<file path="src/core/svbc_consts.svh">
// Purpose: Offsets, field positions, reset values and timing counts
// Assumes: Included by the register bank only
// Notes:   Offsets are word indices; byte address is four times each
`ifndef SVBC_CONSTS_SVH
`define SVBC_CONSTS_SVH

// Word indices of the bank, first to last
`define SVBC_IDX_Q3W_ADMIT     10'h027
`define SVBC_IDX_VID_P0        10'h028
`define SVBC_IDX_TIMER_VID_P1  10'h029
`define SVBC_IDX_TAGSKIP_P2    10'h02A
`define SVBC_IDX_VID_P3_P4     10'h02B
`define SVBC_IDX_MCAST_P5      10'h02C
`define SVBC_IDX_PHY_CTRL      10'h02D
`define SVBC_IDX_ETHERTYPE     10'h02E
`define SVBC_IDX_RESTART       10'h02F
`define SVBC_IDX_MISC          10'h030
`define SVBC_IDX_BW_LIMIT0     10'h031
`define SVBC_IDX_BW_LIMIT1     10'h032
`define SVBC_IDX_BW_ENABLES    10'h033
`define SVBC_NUM_REGS          13

// Reset values
`define SVBC_RST_Q3W_ADMIT     16'h1000
`define SVBC_RST_TAGSKIP_P2    16'h3F00
`define SVBC_RST_MCAST_P5      16'hD000
`define SVBC_RST_PHY_CTRL      16'h4442
`define SVBC_RST_MISC          16'h0987
`define SVBC_RST_ZERO          16'h0000

// Field positions
`define SVBC_F_TIMER_LO        9
`define SVBC_F_BP_EXIT         8
`define SVBC_F_TAGSKIP_LO      8
`define SVBC_F_MCAST_LO        12
`define SVBC_F_CHIPID_DIS      15
`define SVBC_F_P4_LED          12
`define SVBC_F_DUAL_LED        9
`define SVBC_F_DROP            8
`define SVBC_F_TAG_BYPASS      7
`define SVBC_F_CLONE_W         5
`define SVBC_F_P4_CLK_INV      15
`define SVBC_F_CRS_LEN_DIS     14
`define SVBC_F_NEW_RATE_EN     12

// Rate timer intervals in ns, clock period in ns
`define SVBC_CLK_NS            4
`define SVBC_T8MS_NS           8000000
`define SVBC_T1MS_NS           1000000
`define SVBC_T40US_NS          40000
`define SVBC_T500US_NS         500000

// Rate step per timer code, in kbit/s
`define SVBC_STEP_8MS          10'h040
`define SVBC_STEP_1MS          10'h200
`define SVBC_STEP_40US         10'h0C8
`define SVBC_STEP_500US        10'h010

`endif

</file>
<file path="src/core/svbc_pkg.sv">
// Purpose: Types used by the register bank only
// Assumes: Constants come from svbc_consts.svh
// Notes:   All bank state travels as one packed struct
package svbc_pkg;

    // Rate timer select codes
    typedef enum logic [1:0] {
        SVBC_TMR_8MS, SVBC_TMR_1MS, SVBC_TMR_40US, SVBC_TMR_500US
    } svbc_timer_t;

    // Whole state of the bank
    typedef struct packed {
        logic [12:0][15:0] regs;      // Stored register words
        logic [31:0]       rdata;     // APB read data
        logic              ready;     // APB ready
        logic              slverr;    // APB error
        logic              restart;   // PHY restart pulse
        logic              crs_on;    // Carrier length check active
        logic [5:0]        rx_en;     // Effective receive limit enables
        logic [5:0]        tx_en;     // Effective transmit limit enables
        logic [20:0]       tick_cnt;  // Rate interval down counter
        logic              tick;      // Rate interval pulse
        logic [9:0]        step;      // Rate step in kbit/s
    } svbc_state_t;

endpackage

</file>
<file path="src/core/svbc_regs.sv">
// Purpose: VLAN, tag and bandwidth configuration bank on APB
// Assumes: Single 250 MHz clock; APB master on the same clock
// Notes:   16-bit registers in the low half of each 32-bit word
//
// Behaviour
// [RQ1] Per-port drop of frames without VLAN ID
// [RQ2] Per-port fallback to port-based VLAN
// [RQ3] Four-bit queue three scheduler weight
// [RQ4] Per-port default VID bits eleven to four
// [RQ5] Timer select sets interval and rate step
// [RQ6] Back pressure exits on carrier or data-valid
// [RQ7] Per-port egress tag rule bypass
// [RQ8] Four reserved multicast action bits
// [RQ9] Chip ID check on long management accesses
// [RQ10] Programmable special tag Ether-Type
// [RQ11] Any restart write restarts all PHYs
// [RQ12] Dual speed hub collision LED mode
// [RQ13] Drop frames from PAUSE-ignoring partners
// [RQ14] Skip all tag insert and removal
// [RQ15] MAC clone one or two bit width
// [RQ16] Low four bits of bandwidth maxima
// [RQ17] Invert port four PCS clock
// [RQ18] Carrier length check, active when zero
// [RQ19] Global enable of new bandwidth control
// [RQ20] Per-direction enables gate the limit fields
// [RQ21] Reserved bits store and return values
`timescale 1ns/100ps
`include "svbc_consts.svh"

module svbc_regs
    import svbc_pkg::*;
#(
    // Rate interval lengths in clock cycles
    parameter int CYC_8MS   = `SVBC_T8MS_NS / `SVBC_CLK_NS,
    parameter int CYC_1MS   = `SVBC_T1MS_NS / `SVBC_CLK_NS,
    parameter int CYC_40US  = `SVBC_T40US_NS / `SVBC_CLK_NS,
    parameter int CYC_500US = `SVBC_T500US_NS / `SVBC_CLK_NS
) (
    // Clock and reset
    input  wire logic              pclk,
    input  wire logic              presetn,
    // APB slave
    input  wire logic              psel,
    input  wire logic              penable,
    input  wire logic              pwrite,
    input  wire logic [11:0]       paddr,
    input  wire logic [31:0]       pwdata,
    input  wire logic [3:0]        pstrb,
    output logic      [31:0]       prdata,
    output logic                   pready,
    output logic                   pslverr,
    // VLAN admission and forwarding
    output logic      [5:0]        admit_tagged_only,
    output logic      [5:0]        revert_to_port_vlan,
    output logic      [3:0]        queue_three_weight,
    output logic      [5:0][7:0]   port_vid_upper,
    output logic      [5:0]        egress_tag_skip_enable,
    output logic      [3:0]        reserved_mcast_action,
    output logic      [15:0]       special_tag_ethertype,
    // MAC, PHY and LED options
    output logic                   backpressure_exit_select,
    output logic                   chip_id_check_disable,
    output logic                   phy_restart,
    output logic                   port4_led_mode,
    output logic                   dual_speed_hub_led_enable,
    output logic                   drop_unpaced_frames,
    output logic                   tag_bypass_enable,
    output logic                   mac_clone_width_select,
    output logic                   invert_port4_pcs_clock,
    output logic                   carrier_length_check_on,
    // Bandwidth control
    output logic      [1:0]        rate_timer_select,
    output logic                   new_rate_limit_enable,
    output logic      [5:0][3:0]   rx_limit_low,
    output logic      [1:0][3:0]   tx_limit_low,
    output logic      [5:0]        rx_limit_enable,
    output logic      [5:0]        tx_limit_enable,
    output logic                   rate_tick,
    output logic      [9:0]        rate_step_kbps
);

    // Positions inside the register array
    localparam int R_Q3W  = 0;
    localparam int R_TMR  = 2;
    localparam int R_SKIP = 3;
    localparam int R_MC   = 5;
    localparam int R_PHY  = 6;
    localparam int R_ET   = 7;
    localparam int R_RST  = 8;
    localparam int R_MISC = 9;
    localparam int R_BW0  = 10;
    localparam int R_BW1  = 11;
    localparam int R_BWE  = 12;

    // Refuse interval lengths the 21-bit counter cannot hold
    initial begin
        if (CYC_8MS < 1 || CYC_8MS > 2097152 ||
            CYC_1MS < 1 || CYC_1MS > 2097152 ||
            CYC_40US < 1 || CYC_40US > 2097152 ||
            CYC_500US < 1 || CYC_500US > 2097152) begin
            $error("svbc_regs: interval length out of range");
        end
    end

    // Reset image of the whole state
    localparam svbc_state_t RST_STATE = '{
        regs: {`SVBC_RST_ZERO, `SVBC_RST_ZERO, `SVBC_RST_ZERO,
               `SVBC_RST_MISC, `SVBC_RST_ZERO, `SVBC_RST_ZERO,
               `SVBC_RST_PHY_CTRL, `SVBC_RST_MCAST_P5,
               `SVBC_RST_ZERO, `SVBC_RST_TAGSKIP_P2,
               `SVBC_RST_ZERO, `SVBC_RST_ZERO, `SVBC_RST_Q3W_ADMIT},
        rdata:    32'h0000_0000,
        ready:    1'b0,
        slverr:   1'b0,
        restart:  1'b0,
        crs_on:   1'b1,
        rx_en:    6'h00,
        tx_en:    6'h00,
        tick_cnt: 21'h00_0000,
        tick:     1'b0,
        step:     `SVBC_STEP_8MS
    };

    svbc_state_t state_reg;    // Registered state
    svbc_state_t state_next;   // Next state
    logic [9:0]  word_idx;     // Word index from the byte address
    logic [9:0]  rel_idx;      // Index relative to the first word
    logic        hit;          // Address inside the bank, aligned
    logic        setup;        // APB setup cycle
    logic        wr_take;      // Write committed this edge
    logic [15:0] wr_mask;      // Byte lanes written
    logic [15:0] bwe_next;     // Enable word after any write
    logic [20:0] tick_load;    // Reload for the interval counter

    // Address decode; byte address is four times the word index
    assign word_idx = paddr[11:2];
    assign rel_idx  = word_idx - `SVBC_IDX_Q3W_ADMIT;
    assign hit      = (paddr[1:0] == 2'h0) &&
                      (word_idx >= `SVBC_IDX_Q3W_ADMIT) &&
                      (word_idx <= `SVBC_IDX_BW_ENABLES);
    assign setup    = psel && !penable;
    // Writes land only at the edge where ready is seen high
    assign wr_take  = psel && penable && pwrite && state_reg.ready &&
                      hit;
    assign wr_mask  = {{8{pstrb[1]}}, {8{pstrb[0]}}};

    // Interval length from the timer select code
    always_comb begin
        // [RQ5] interval per code
        case (svbc_timer_t'(state_reg.regs[R_TMR][10:9]))
            SVBC_TMR_8MS:   tick_load = 21'(CYC_8MS - 1);
            SVBC_TMR_1MS:   tick_load = 21'(CYC_1MS - 1);
            SVBC_TMR_40US:  tick_load = 21'(CYC_40US - 1);
            SVBC_TMR_500US: tick_load = 21'(CYC_500US - 1);
            default:        tick_load = 21'(CYC_8MS - 1);
        endcase
    end

    // Next state: bus answer, register writes, derived controls
    always_comb begin
        state_next         = state_reg;
        state_next.restart = 1'b0;
        state_next.tick    = 1'b0;
        bwe_next           = state_reg.regs[R_BWE];

        // Answer registered in setup, so ready rises in the access cycle
        state_next.ready  = setup;
        state_next.slverr = setup && !hit;
        if (setup && hit && !pwrite) begin
            state_next.rdata = {16'h0000, state_reg.regs[rel_idx[3:0]]};
        end else if (setup) begin
            state_next.rdata = 32'h0000_0000;
        end

        // Byte-lane writes; reserved bits are kept like any other
        if (wr_take) begin
            // [RQ21] reserved bits stored
            state_next.regs[rel_idx[3:0]] =
                (state_reg.regs[rel_idx[3:0]] & ~wr_mask) |
                (pwdata[15:0] & wr_mask);
            if (rel_idx[3:0] == 4'(R_BWE)) begin
                bwe_next = state_next.regs[R_BWE];
            end
            // [RQ11] any write restarts
            if (rel_idx[3:0] == 4'(R_RST)) begin
                state_next.restart = 1'b1;
            end
        end

        // [RQ18] inverted check polarity
        state_next.crs_on =
            !state_next.regs[R_BWE][`SVBC_F_CRS_LEN_DIS];

        // [RQ19] global enable gates all
        // [RQ20] per-direction limit enables
        state_next.rx_en = {bwe_next[8], bwe_next[7], bwe_next[6],
                            bwe_next[4], bwe_next[2], bwe_next[0]} &
                           {6{bwe_next[`SVBC_F_NEW_RATE_EN]}};
        state_next.tx_en = {bwe_next[11], bwe_next[10], bwe_next[9],
                            bwe_next[5], bwe_next[3], bwe_next[1]} &
                           {6{bwe_next[`SVBC_F_NEW_RATE_EN]}};

        // [RQ5] rate step per code
        case (svbc_timer_t'(state_reg.regs[R_TMR][10:9]))
            SVBC_TMR_8MS:   state_next.step = `SVBC_STEP_8MS;
            SVBC_TMR_1MS:   state_next.step = `SVBC_STEP_1MS;
            SVBC_TMR_40US:  state_next.step = `SVBC_STEP_40US;
            SVBC_TMR_500US: state_next.step = `SVBC_STEP_500US;
            default:        state_next.step = `SVBC_STEP_8MS;
        endcase

        // Interval counter idles while the scheme is off
        if (!state_reg.regs[R_BWE][`SVBC_F_NEW_RATE_EN]) begin
            state_next.tick_cnt = 21'h00_0000;
        end else if (state_reg.tick_cnt == 21'h00_0000) begin
            // [RQ5] interval pulse
            state_next.tick     = 1'b1;
            state_next.tick_cnt = tick_load;
        end else begin
            // A new select takes hold at the next reload
            state_next.tick_cnt = state_reg.tick_cnt - 21'h00_0001;
        end
    end

    // State register
    always_ff @(posedge pclk or negedge presetn) begin
        if (!presetn) begin
            state_reg <= RST_STATE;
        end else begin
            state_reg <= state_next;
        end
    end

    // Bus outputs
    assign prdata  = state_reg.rdata;
    assign pready  = state_reg.ready;
    assign pslverr = state_reg.slverr;

    // Per-port fields, all straight from stored words
    for (genvar p = 0; p < 6; p++) begin : g_port
        // [RQ1] tagged-only admission bit
        assign admit_tagged_only[p]   = state_reg.regs[R_Q3W][p];
        // [RQ2] port VLAN fallback
        assign revert_to_port_vlan[p] = state_reg.regs[R_Q3W][6 + p];
        // [RQ7] egress tag bypass
        assign egress_tag_skip_enable[p] =
            state_reg.regs[R_SKIP][`SVBC_F_TAGSKIP_LO + p];
        // [RQ16] low limit nibbles
        assign rx_limit_low[p] = (p < 4) ?
            state_reg.regs[R_BW0][4*(p%4) +: 4] :
            state_reg.regs[R_BW1][4*(p%4) +: 4];
    end

    // [RQ4] upper VID bits per port
    assign port_vid_upper[0] = state_reg.regs[1][7:0];
    assign port_vid_upper[1] = state_reg.regs[R_TMR][7:0];
    assign port_vid_upper[2] = state_reg.regs[R_SKIP][7:0];
    assign port_vid_upper[3] = state_reg.regs[4][7:0];
    assign port_vid_upper[4] = state_reg.regs[4][15:8];
    assign port_vid_upper[5] = state_reg.regs[R_MC][7:0];

    // [RQ16] transmit low nibbles, ports 0 and 1
    assign tx_limit_low[0] = state_reg.regs[R_BW1][11:8];
    assign tx_limit_low[1] = state_reg.regs[R_BW1][15:12];

    // [RQ3] queue three weight
    assign queue_three_weight = state_reg.regs[R_Q3W][15:12];
    // [RQ5] timer select code
    assign rate_timer_select  =
        state_reg.regs[R_TMR][`SVBC_F_TIMER_LO +: 2];
    // [RQ6] back pressure exit
    assign backpressure_exit_select =
        state_reg.regs[R_TMR][`SVBC_F_BP_EXIT];
    // [RQ8] reserved multicast actions
    assign reserved_mcast_action =
        state_reg.regs[R_MC][`SVBC_F_MCAST_LO +: 4];
    // [RQ9] chip ID check control
    assign chip_id_check_disable =
        state_reg.regs[R_PHY][`SVBC_F_CHIPID_DIS];
    // [RQ10] special tag match value
    assign special_tag_ethertype = state_reg.regs[R_ET];
    // [RQ11] one-cycle restart pulse
    assign phy_restart = state_reg.restart;

    // LED and MAC options
    assign port4_led_mode = state_reg.regs[R_MISC][`SVBC_F_P4_LED];
    // [RQ12] dual speed hub LEDs
    assign dual_speed_hub_led_enable =
        state_reg.regs[R_MISC][`SVBC_F_DUAL_LED];
    // [RQ13] drop PAUSE violators
    assign drop_unpaced_frames = state_reg.regs[R_MISC][`SVBC_F_DROP];
    // [RQ14] tag processing bypass
    assign tag_bypass_enable =
        state_reg.regs[R_MISC][`SVBC_F_TAG_BYPASS];
    // [RQ15] clone width select
    assign mac_clone_width_select =
        state_reg.regs[R_MISC][`SVBC_F_CLONE_W];
    // [RQ17] port four clock invert
    assign invert_port4_pcs_clock =
        state_reg.regs[R_BWE][`SVBC_F_P4_CLK_INV];
    assign carrier_length_check_on = state_reg.crs_on;

    // Bandwidth control outputs
    assign new_rate_limit_enable =
        state_reg.regs[R_BWE][`SVBC_F_NEW_RATE_EN];
    assign rx_limit_enable = state_reg.rx_en;
    assign tx_limit_enable = state_reg.tx_en;
    assign rate_tick       = state_reg.tick;
    assign rate_step_kbps  = state_reg.step;

endmodule

</file>
<file path="config.mk">
export PLATFORM = sky130hd
export DESIGN_NAME = svbc_regs
export DESIGN_NICKNAME = d
export VERILOG_FILES = /design/src/core/svbc_pkg.sv /design/src/core/svbc_regs.sv
export VERILOG_INCLUDE_DIRS = /design/src /design/src/core
export SDC_FILE = /design/constraint.sdc
export NUM_CORES = 1
export LEC_CHECK = 0
export ABC_CLOCK_PERIOD_IN_PS = 6660
export BUFFER_PORTS_ARGS = -buffer_cell sky130_fd_sc_hd__buf_4
export CORE_UTILIZATION = 45
export CTS_CLUSTER_SIZE = 12
export DETAILED_ROUTE_END_ITERATION = 16
export PLACE_DENSITY = 0.67
export SETUP_SLACK_MARGIN = 0.5
export SYNTH_ARGS = -nofsm -noshare
export SYNTH_HDL_FRONTEND = slang
export SYNTH_SLANG_ARGS = --single-unit
export TNS_END_PERCENT = 30
</file>
<file path="constraint.sdc">
create_clock -name pclk -period 6.66 [get_ports pclk]
set_input_delay 0.666 -clock pclk [delete_from_list [all_inputs] [get_ports pclk]]
set_output_delay 0.666 -clock pclk [all_outputs]
set_load 0.01 [all_outputs]
</file>
==> metrics.md, run 1 <==
| Metric | Value |
|---|---|
| Cell area after layout | 0.0150 sq mm |
| Drt via density | 5.47 |
| Largest net degree at the start of global routing | 141 |
| Synth area leaders | dfrtp_1, buf_4, mux4_2 |
| Crit path max fanout | 36 |
| Compound-gate portion of the synthesized area | 13.1% |
| Status | completed |
| R2r setup slk | 3.83 ns |
| Post-CTS setup repair buffer count | 0 |
| Hold slack | 0.283 ns |
| DR WL/cell | 20.4 um |
| Count leader, synth | dfrtp_1 |
| Setup WS pre-CTS | 2.14 ns |
| Die width | 177 um |
| Chip height | 177 um |
| Relative slew slack | 12.9% |
| Final GP Congestion | 0.864 |
| Post-synth top area share | 44.4% |
| CTS tree | done |
| FP Rows | 63 |
| Critical Path, Cell by Cell | buf_4 > inv_1 > ha_2 > mux4_2 > a311oi_1 > a211oi_1 > a2111o_1 > o21ai_2 > o21ai_0 |
| Area Growth Syn to Fin | 8.98% |
| Main combinational cell family by area after synthesis | buffers and inverters |
| CTS root buf | clkbuf_16 |
| Util after Layout | 50.2% |
| NumNets Final | 1364 |
| Proportion of synthesized area in mux cells | 9.80% |
| Synth Warn # | 0 |
| Ys async rst share | 100% |
| Number of synthesized flops with an enable pin | 0 |
| Pre-Repair DR Iteration Count | 5 |
| Peak supply drop | 0.182 mV |
| # hold bufs at CTS | 0 |
| Number of global-route vias before repair | 9357 |
| IO Port Bufs | 205 |
| Unique masters post-synth | 74 |
| TritonCTS Sinks | 266 |
| # DRC | 0 |
| Setup Viol. Count Final | 0 |
| CP peak stage delay | 1.05 ns |
| Slowest stage cell, crit path | ha_2 |
| Main synth FF type | dfrtp_1 |
| Synth Instances | 1302 |
| Clk slew on worst S/H paths | 0.06 ns |
| Worst-margin pin slew | 1.30 ns |
| Max cap viols | 0 |
| Starting Density | 46.0% |
| Core ar. | 0.0299 sq mm |
| Grt total ovfl | 0 |
| Global-route wire length before repair | 54700 um |
| Syn avg cell area | 10.6 sq um |
| Setup TNS | 0 ns |
| H-tree depth | 1 |
| Min cycle time layout | 3.92 ns |
| Yosys top cell by area | dfrtp_1 |
| Syn Std Cell Area | 0.0137 sq mm |
| Fmax | 0.255 GHz |
| Final WL | 34900 um |
| Power density cells | 229 mW/mm^2 |
| Worst Path Required | 7.06 ns |
| Total CTS buffers | 28 |
| Setup crit start kind | primary input |
| Proportion of layout cells with a drive suffix above 1 | 27.5% |
| Antenna violations before repair | 0 |
| Final hold vios | 0 |
| Period utilisation layout | 58.8% |
| Area share of fa/ha/maj cells after synthesis | 1.00% |
| Critical Path AT | 4.31 ns |
| Final setup margin | 2.74 ns |
| Yosys reg bits | 266 |
| Pleak | 7.22 nW |
| Number of DRC markers in iteration 0 | 686 |
| Worst hold path type | in2async |
| Final cell count without fillers | 1710 |
| IO Pins | 245 |
| Antenna-violating nets left | 0 |
| Placed cells | 1660 |
| GRT Util Overall | 22.7% |
| XOR/XNOR Fraction of Synth Area | 1.02% |
| Antenna Cells | 0 |
| Skew-Pair Late Insertion Delay | 0.54 ns |
| Max-slew violation count | 0 |
| Largest register FFs | 95 |
| Commonest cells in the netlist | dfrtp_1, buf_4, a21oi_1, nor2_1, nand2_1 |
| Total of fill cells in the finished design | 2659 |
| RSZ-0062 raised after global routing | no |
| Placed Area | 0.0141 sq mm |
| Critical path capture point type | flip-flop |
| Die ar. | 0.0313 sq mm |
| Clock Skew | 0.00905 ns |
| Sequential element share of the synthesized area | 48.6% |
| CTS max path bufs | 3 |
| Setup CP Type | in2reg |
| Total Power | 3.43 mW |
| Routed via count | 9359 |
| Post-CTS Resized | 0 |
| Simple-gate share of the synthesized area | 12.5% |
| HPWL Detailed | 25000 um |
-- per-layer routing --
layer | track usage (%) | vias up | wire [um] | part of all wire, %
li1 | - | 4323 | - | -
met1 | 31.5 | 4645 | 15000 | 43
met2 | 35.5 | 341 | 16200 | 47
met3 | 5.97 | 50 | 2960 | 8.5
met4 | 5.78 | 0 | 721 | 2.1
met5 | 0 | - | 0 | 0
-- worst max-delay path, delay by kind of cell --
kind                     cells  cell delay, ns
AO/OA/AOI/OAI                5            1.42
adder cells (fa/ha/maj)      1            1.05
buffers and inverters        2            0.64
multiplexers                 1            0.49
-- logic make-up (layout without fill, tap and decap cells) --
| group | Yosys count | count (layout) |
|---|---|---|
| AND/OR/NAND/NOR | 356 | 356 |
| AO/OA/AOI/OAI | 313 | 313 |
| buffers and inverters | 278 | 276 |
| flip-flops | 266 | 266 |
| multiplexers | 61 | 61 |
| XOR/XNOR | 16 | 16 |
| adder cells (fa/ha/maj) | 11 | 11 |
| other | 1 | 21 |
-- where the power goes --
group / switching [mW] / total (mW) / leakage, nW / internal (mW)
clock network: 0.621 / 1.56 / 0.450 / 0.939
logic: 0.175 / 0.246 / 3.14 / 0.0711
registers: 0.00128 / 1.62 / 3.64 / 1.62
total: 0.797 / 3.43 / 7.22 / 2.63
-- layout make-up --
cell class / instances / area [sq um] / share of cell area (%)
Multi-Input combinational cell: 778 / 5230 / 34.9
Clock buffer: 46 / 850 / 5.67
Timing Repair Buffer: 214 / 1610 / 10.8
Sequential cell: 266 / 6680 / 44.6
Tap cell: 390 / 488 / 3.26
Inverter: 12 / 45.0 / 0.301
Clock inverter: 4 / 70.1 / 0.468
-- placed cells by master, fill, tap and decap left out, drive strengths merged, types with 3 or more instances in the layout --
cell type,synthesis,layout
mux4,48,48
and2,7,7
o31ai,3,3
o21ai,81,81
a211o,3,3
or2,4,4
xnor2,8,8
a21oi,177,177
inv,12,12
dfrtp,244,244
nor4,17,17
and3,18,18
a22o,15,15
conb,1,21
or3,4,4
nor3,11,11
nand2,94,94
mux2i,12,12
nor4b,3,3
nand3,18,18
nor2,158,158
nor4bb,3,3
a211oi,12,12
buf,223,214
a21boi,5,5
o41ai,3,3
xor2,8,8
dfstp,22,22
ha,11,11
clkbuf,43,46
nand2b,7,7
-- path summary, 6_finish.rpt --
kind                                      from                         to  cells after the start
worst min-delay path                   presetn                  rate_tick                      1
worst max register to register   state_reg[11]              state_reg[27]                      8
max in group asynchronous              presetn             state_reg[273]                      2
worst max-delay path                  paddr[2]  special_tag_ethertype[10]                      9
worst min register to register  state_reg[238]             state_reg[238]                      2
min in group pclk               state_reg[238]             state_reg[238]                      2
Power figures use the tool's default switching activity.
==> run 2: changes to the inputs <==
- ABC_CLOCK_PERIOD_IN_PS: 6660 -> 4100
- clock period: 6.66 -> 4.1 ns (I/O delays scaled with it)
==> metrics.md, run 2 (synthesized netlist as in run 1, its figures left out) <==
| Metric | Value |
|---|---|
| Final WL | 34900 um |
| Largest register FFs | 95 |
| Reg2Reg Depth | 8 |
| Final GP Congestion | 0.849 |
| Total CTS buffers | 28 |
| FP Rows | 63 |
| Pre-Repair DR Iteration Count | 5 |
| Power density cells | 367 mW/mm^2 |
| Proportion of layout cells with a drive suffix above 1 | 28.2% |
| Largest net degree at the start of global routing | 118 |
| GRT Util Overall | 22.6% |
| Die width | 177 um |
| Total of fill cells in the finished design | 2700 |
| Worst Path Required | 4.47 ns |
| NumNets Final | 1378 |
| Setup WS pre-CTS | 0.637 ns |
| CTS max path bufs | 3 |
| Number of global-route vias before repair | 9227 |
| Most frequent cells in the layout | dfrtp_1, buf_4, a21oi_1 |
| Register area | 0.00668 sq mm |
| IO Port Bufs | 205 |
| Relative slew slack | 32.3% |
| CTS root buf | clkbuf_16 |
| Die ar. | 0.0313 sq mm |
| CTS tree | done |
| Hold path depth | 3 |
| H-tree depth | 1 |
| TritonCTS Sinks | 266 |
| Setup TNS | 0 ns |
| RSZ-0062 raised after global routing | no |
| Setup Viol. Count Final | 0 |
| Routed via count | 9478 |
| Crit path max fanout | 32 |
| Slowest stage cell, crit path | mux2i_2 |
| Critical Path, Cell by Cell | buf_4 > inv_1 > ha_2 > buf_12 > mux4_2 > a21oi_1 > nor4_2 > mux2i_2 > o21ai_0 |
| Setup CP Type | in2reg |
| Drt via density | 5.50 |
| Clock Skew | 0.0244 ns |
| IO Pins | 245 |
| HPWL Detailed | 25100 um |
| CP peak stage delay | 0.78 ns |
| Fmax | 0.334 GHz |
| DR WL/cell | 20.3 um |
| Min cycle time layout | 2.99 ns |
| Critical path capture point type | flip-flop |
| Clk slew on worst S/H paths | 0.06 ns |
| Core ar. | 0.0299 sq mm |
| # DRC | 0 |
| Critical Path AT | 3.36 ns |
| Antenna violations before repair | 0 |
| Area Growth Syn to Fin | 9.93% |
| Max-slew violation count | 0 |
| Chip height | 177 um |
| Status | completed |
| Commonest non-fill, non-tap cell in the layout | dfrtp_1 |
| Number of DRC markers in iteration 0 | 716 |
| Final hold vios | 0 |
| Setup crit start kind | primary input |
| Global-route wire length before repair | 54600 um |
| Pleak | 7.30 nW |
| Antenna Cells | 0 |
| Max cap viols | 0 |
| Worst hold path type | in2reg |
| Multi-input logic area | 0.00523 sq mm |
| Starting Density | 46.0% |
| Period utilisation layout | 73.0% |
| Final setup margin | 1.11 ns |
| Peak supply drop | 0.295 mV |
| Grt total ovfl | 0 |
| Skew-Pair Late Insertion Delay | 0.55 ns |
| Antenna-violating nets left | 0 |
| Worst-margin pin slew | 0.996 ns |
## run 2: area by class of cell
| cell class | count | share of cell area [%] |
|---|---|---|
| Multi-Input combinational cell | 778 | 34.6 |
| Tap cell | 390 | 3.23 |
| Clock buffer | 48 | 5.79 |
| Clock inverter | 2 | 0.306 |
| Sequential cell | 266 | 44.2 |
| Inverter | 12 | 0.298 |
| Timing Repair Buffer | 228 | 11.6 |
## run 2: per-stage QoR
step           hold WS [ns]  std cells  power (mW)  util (%)  cell area (sq um)
2_1_floorplan         0.114       1322        2.96         -              13800
3_3_place_gp          0.455       1673        3.08      47.5              14200
3_5_place_dp          0.467       1673        3.08      47.5              14200
4_1_cts               0.262       1724        5.59      50.6              15100
5_1_grt               0.280       1724        5.74      50.6              15100
6_report              0.272       1724        5.55      50.6              15100
## run 2: report_power, final
part	internal [mW]	leakage (nW)	switching, mW
Clock	1.50	0.450	1.01
Sequential	2.63	3.64	0.00197
Combinational	0.123	3.22	0.285
Total	4.25	7.30	1.30
## run 2: worst max-delay path, delay by kind of cell
kind | cells | cell delay [ns]
mux | 2 | 1.12
buf+inv | 3 | 0.70
fa+ha+maj | 1 | 0.53
compound gates | 2 | 0.49
simple gates | 1 | 0.09
## run 2: path summary, 6_finish.rpt
kind                                 from                         to  slack, ns
setup / recovery                 paddr[2]         port_vid_upper[41]       1.11
hold / removal                     pwrite                 prdata[10]       0.27
setup reg to reg            state_reg[11]              state_reg[25]       1.36
hold reg to reg            state_reg[285]             state_reg[285]       0.47
max in group asynchronous         presetn  egress_tag_skip_enable[3]       2.47
min in group asynchronous         presetn              state_reg[29]       0.54
## run 2: per-layer routing
metal	track usage (%)	up-vias	wire, um
met1	31.9	4711	15100
met3	5.71	55	2970
met4	5.64	0	838
li1	-	4350	-
met2	34.9	362	16100
met5	0	-	0
## run 2: repair_timing
item / 4_1_cts / 5_1_grt
setup buffers: 0 / 0
resized for setup: 0 / 0
endpoints found under the hold margin: 3 / 0
hold buffers: 1 / 0
==> run 3: changes to the inputs <==
- ABC_CLOCK_PERIOD_IN_PS: 4100 -> 2800
- clock period: 4.1 -> 2.8 ns (I/O delays scaled with it)
==> metrics.md, run 3 (synthesized netlist as in run 1, its figures left out) <==
| Metric | Value |
|---|---|
| Status | completed |
| Psw | 1.95 mW |
| Number of global-route vias before repair | 9514 |
| Skew-Pair Late Insertion Delay | 0.55 ns |
| CTS root buf | clkbuf_16 |
| IO Pins | 245 |
| Routed via count | 9637 |
| Setup crit start kind | flip-flop |
| Crit path max fanout | 6 |
| Drt via density | 5.43 |
| Clk slew on worst S/H paths | 0.06 ns |
| Pleak | 7.56 nW |
| Worst hold path type | in2reg |
| Commonest non-fill, non-tap cell in the layout | buf_4 |
| NumNets Final | 1429 |
| TritonCTS Sinks | 266 |
| Hold path endpoint | prdata[12] |
| Final cell count without fillers | 1775 |
| R2r setup slk | 0.47 ns |
| Hold path depth | 3 |
| Antenna-violating nets left | 0 |
| # DRC | 0 |
| CTS max path bufs | 3 |
| Gate power share | 8.4% |
| Critical path capture point type | flip-flop |
| Total CTS buffers | 28 |
| Reg2Reg Depth | 7 |
| HPWL Detailed | 25700 um |
| Relative slew slack | 51.4% |
| Worst Path Required | 3.21 ns |
| Clock power share | 43.5% |
| Die ar. | 0.0313 sq mm |
| Setup TNS | 0 ns |
| Worst-margin pin slew | 0.728 ns |
| FP Rows | 63 |
| Die width | 177 um |
| Core ar. | 0.0299 sq mm |
| Flop pwr share | 48.1% |
| RSZ-0062 raised after global routing | yes |
| Crit path from | rx_limit_low[10] |
| Min cycle time layout | 2.33 ns |
| Max-slew violation count | 0 |
| Number of DRC markers in iteration 0 | 796 |
| H-tree depth | 1 |
| Reg2reg end | port_vid_upper[34] |
| Power density cells | 511 mW/mm^2 |
| Peak supply drop | 0.432 mV |
| GRT Util Overall | 23.0% |
| Setup Viol. Count Final | 0 |
| Grt total ovfl | 0 |
| Proportion of layout cells with a drive suffix above 1 | 32.9% |
| Util after Layout | 52.4% |
| Critical Path AT | 2.74 ns |
| Setup CP Type | reg2reg |
| Area Growth Syn to Fin | 13.9% |
| Pre-Repair DR Iteration Count | 5 |
| Max cap viols | 0 |
| IO Port Bufs | 205 |
| Antenna violations before repair | 0 |
| Final GP Congestion | 0.850 |
| Largest net degree at the start of global routing | 80 |
| Hold slack | 0.151 ns |
| Starting Density | 46.0% |
| Period utilisation layout | 83.1% |
| Most frequent cells in the layout | buf_4, dfrtp_1, a21oi_1 |
| Clock Skew | 0.0180 ns |
| Final WL | 36000 um |
| FF-to-FF Start | rx_limit_low[10] |
| Global-route wire length before repair | 55500 um |
| Final hold vios | 0 |
| DR WL/cell | 20.3 um |
| Largest register FFs | 95 |
| Antenna Cells | 0 |
| Placed cells | 1708 |
| Internal power | 6.06 mW |
| Sw Share | 24.3% |
| Fmax | 0.430 GHz |
| Hold_sp | pwrite |
| CTS tree | done |
| Chip height | 177 um |
[run 3: cell types whose count changed in the layout (fill, tap and decap cells not counted), moves of 5 or more]
cell,previous run,this run
a21oi_2,2,12
buf_4,224,267
o21ai_1,9,15
a21oi_1,175,165
clkbuf_8,10,5
buf_12,2,7
o21ai_0,70,61
clkinv_2,0,5
[run 3: worst max path at each step]
stage                               to  slack [ns]  cells past startpoint
floorplan           port_vid_upper[45]        0.26                     15
global placement    tx_limit_enable[0]         0.1                      9
detailed placement  tx_limit_enable[0]        0.06                      9
CTS                      state_reg[24]        0.44                      8
global route           tx_limit_low[2]        0.40                      6
finish              port_vid_upper[34]        0.47                      7
[run 3: layout make-up]
class	instances	area, sq um
Multi-Input combinational cell	779	5390
Tap cell	390	488
Sequential cell	266	6690
Inverter	12	52.6
Clock inverter	6	41.3
Fill cell	2644	14200
Clock buffer	44	811
Timing Repair Buffer	278	2190
[run 3: layer usage]
metal,vias to the layer above,wire (um),GRT usage [%]
li1,4454,-,-
met1,4812,16100,32.9
met2,325,16400,35.3
met3,46,2620,5.37
met4,0,804,5.75
met5,-,0,0
[run 3: through the flow]
step	area [sq um]	power [mW]	setup slack [ns]
after floorplan	13900	4.36	0.257
after global placement	14600	4.57	0.0952
after detailed placement	14600	4.58	0.0647
after CTS	15500	8.07	0.437
after global routing	15700	8.26	0.397
final	15700	8.01	0.472
[run 3: worst max-delay path, stage by stage (launching register included)]
cell and delay [ns]:
dfrtp_1 0.38, mux4_2 0.53, buf_6 0.15, mux2i_2 0.15
a211oi_2 0.09, a2111o_1 0.48, o21ai_4 0.32, o21ai_1 0.11
[run 3: power by group through the flow]
stage | logic (mW) | registers [mW] | clock network [mW]
after floorplan | 0.436 | 3.92 | 0
after global placement | 0.650 | 3.92 | 0
after detailed placement | 0.659 | 3.92 | 0
after CTS | 0.663 | 3.85 | 3.55
after global routing | 0.726 | 3.85 | 3.69
final | 0.671 | 3.85 | 3.49
[run 3: repair_timing]
item                                    4_1_cts  5_1_grt
pin swaps                                     4       17
gates resized for setup                       9       26
endpoints found under the setup margin       32       41
hold buffers                                  1        0
gates cloned                                  0        1
setup buffers                                 7        8
endpoints found under the hold margin        70        0
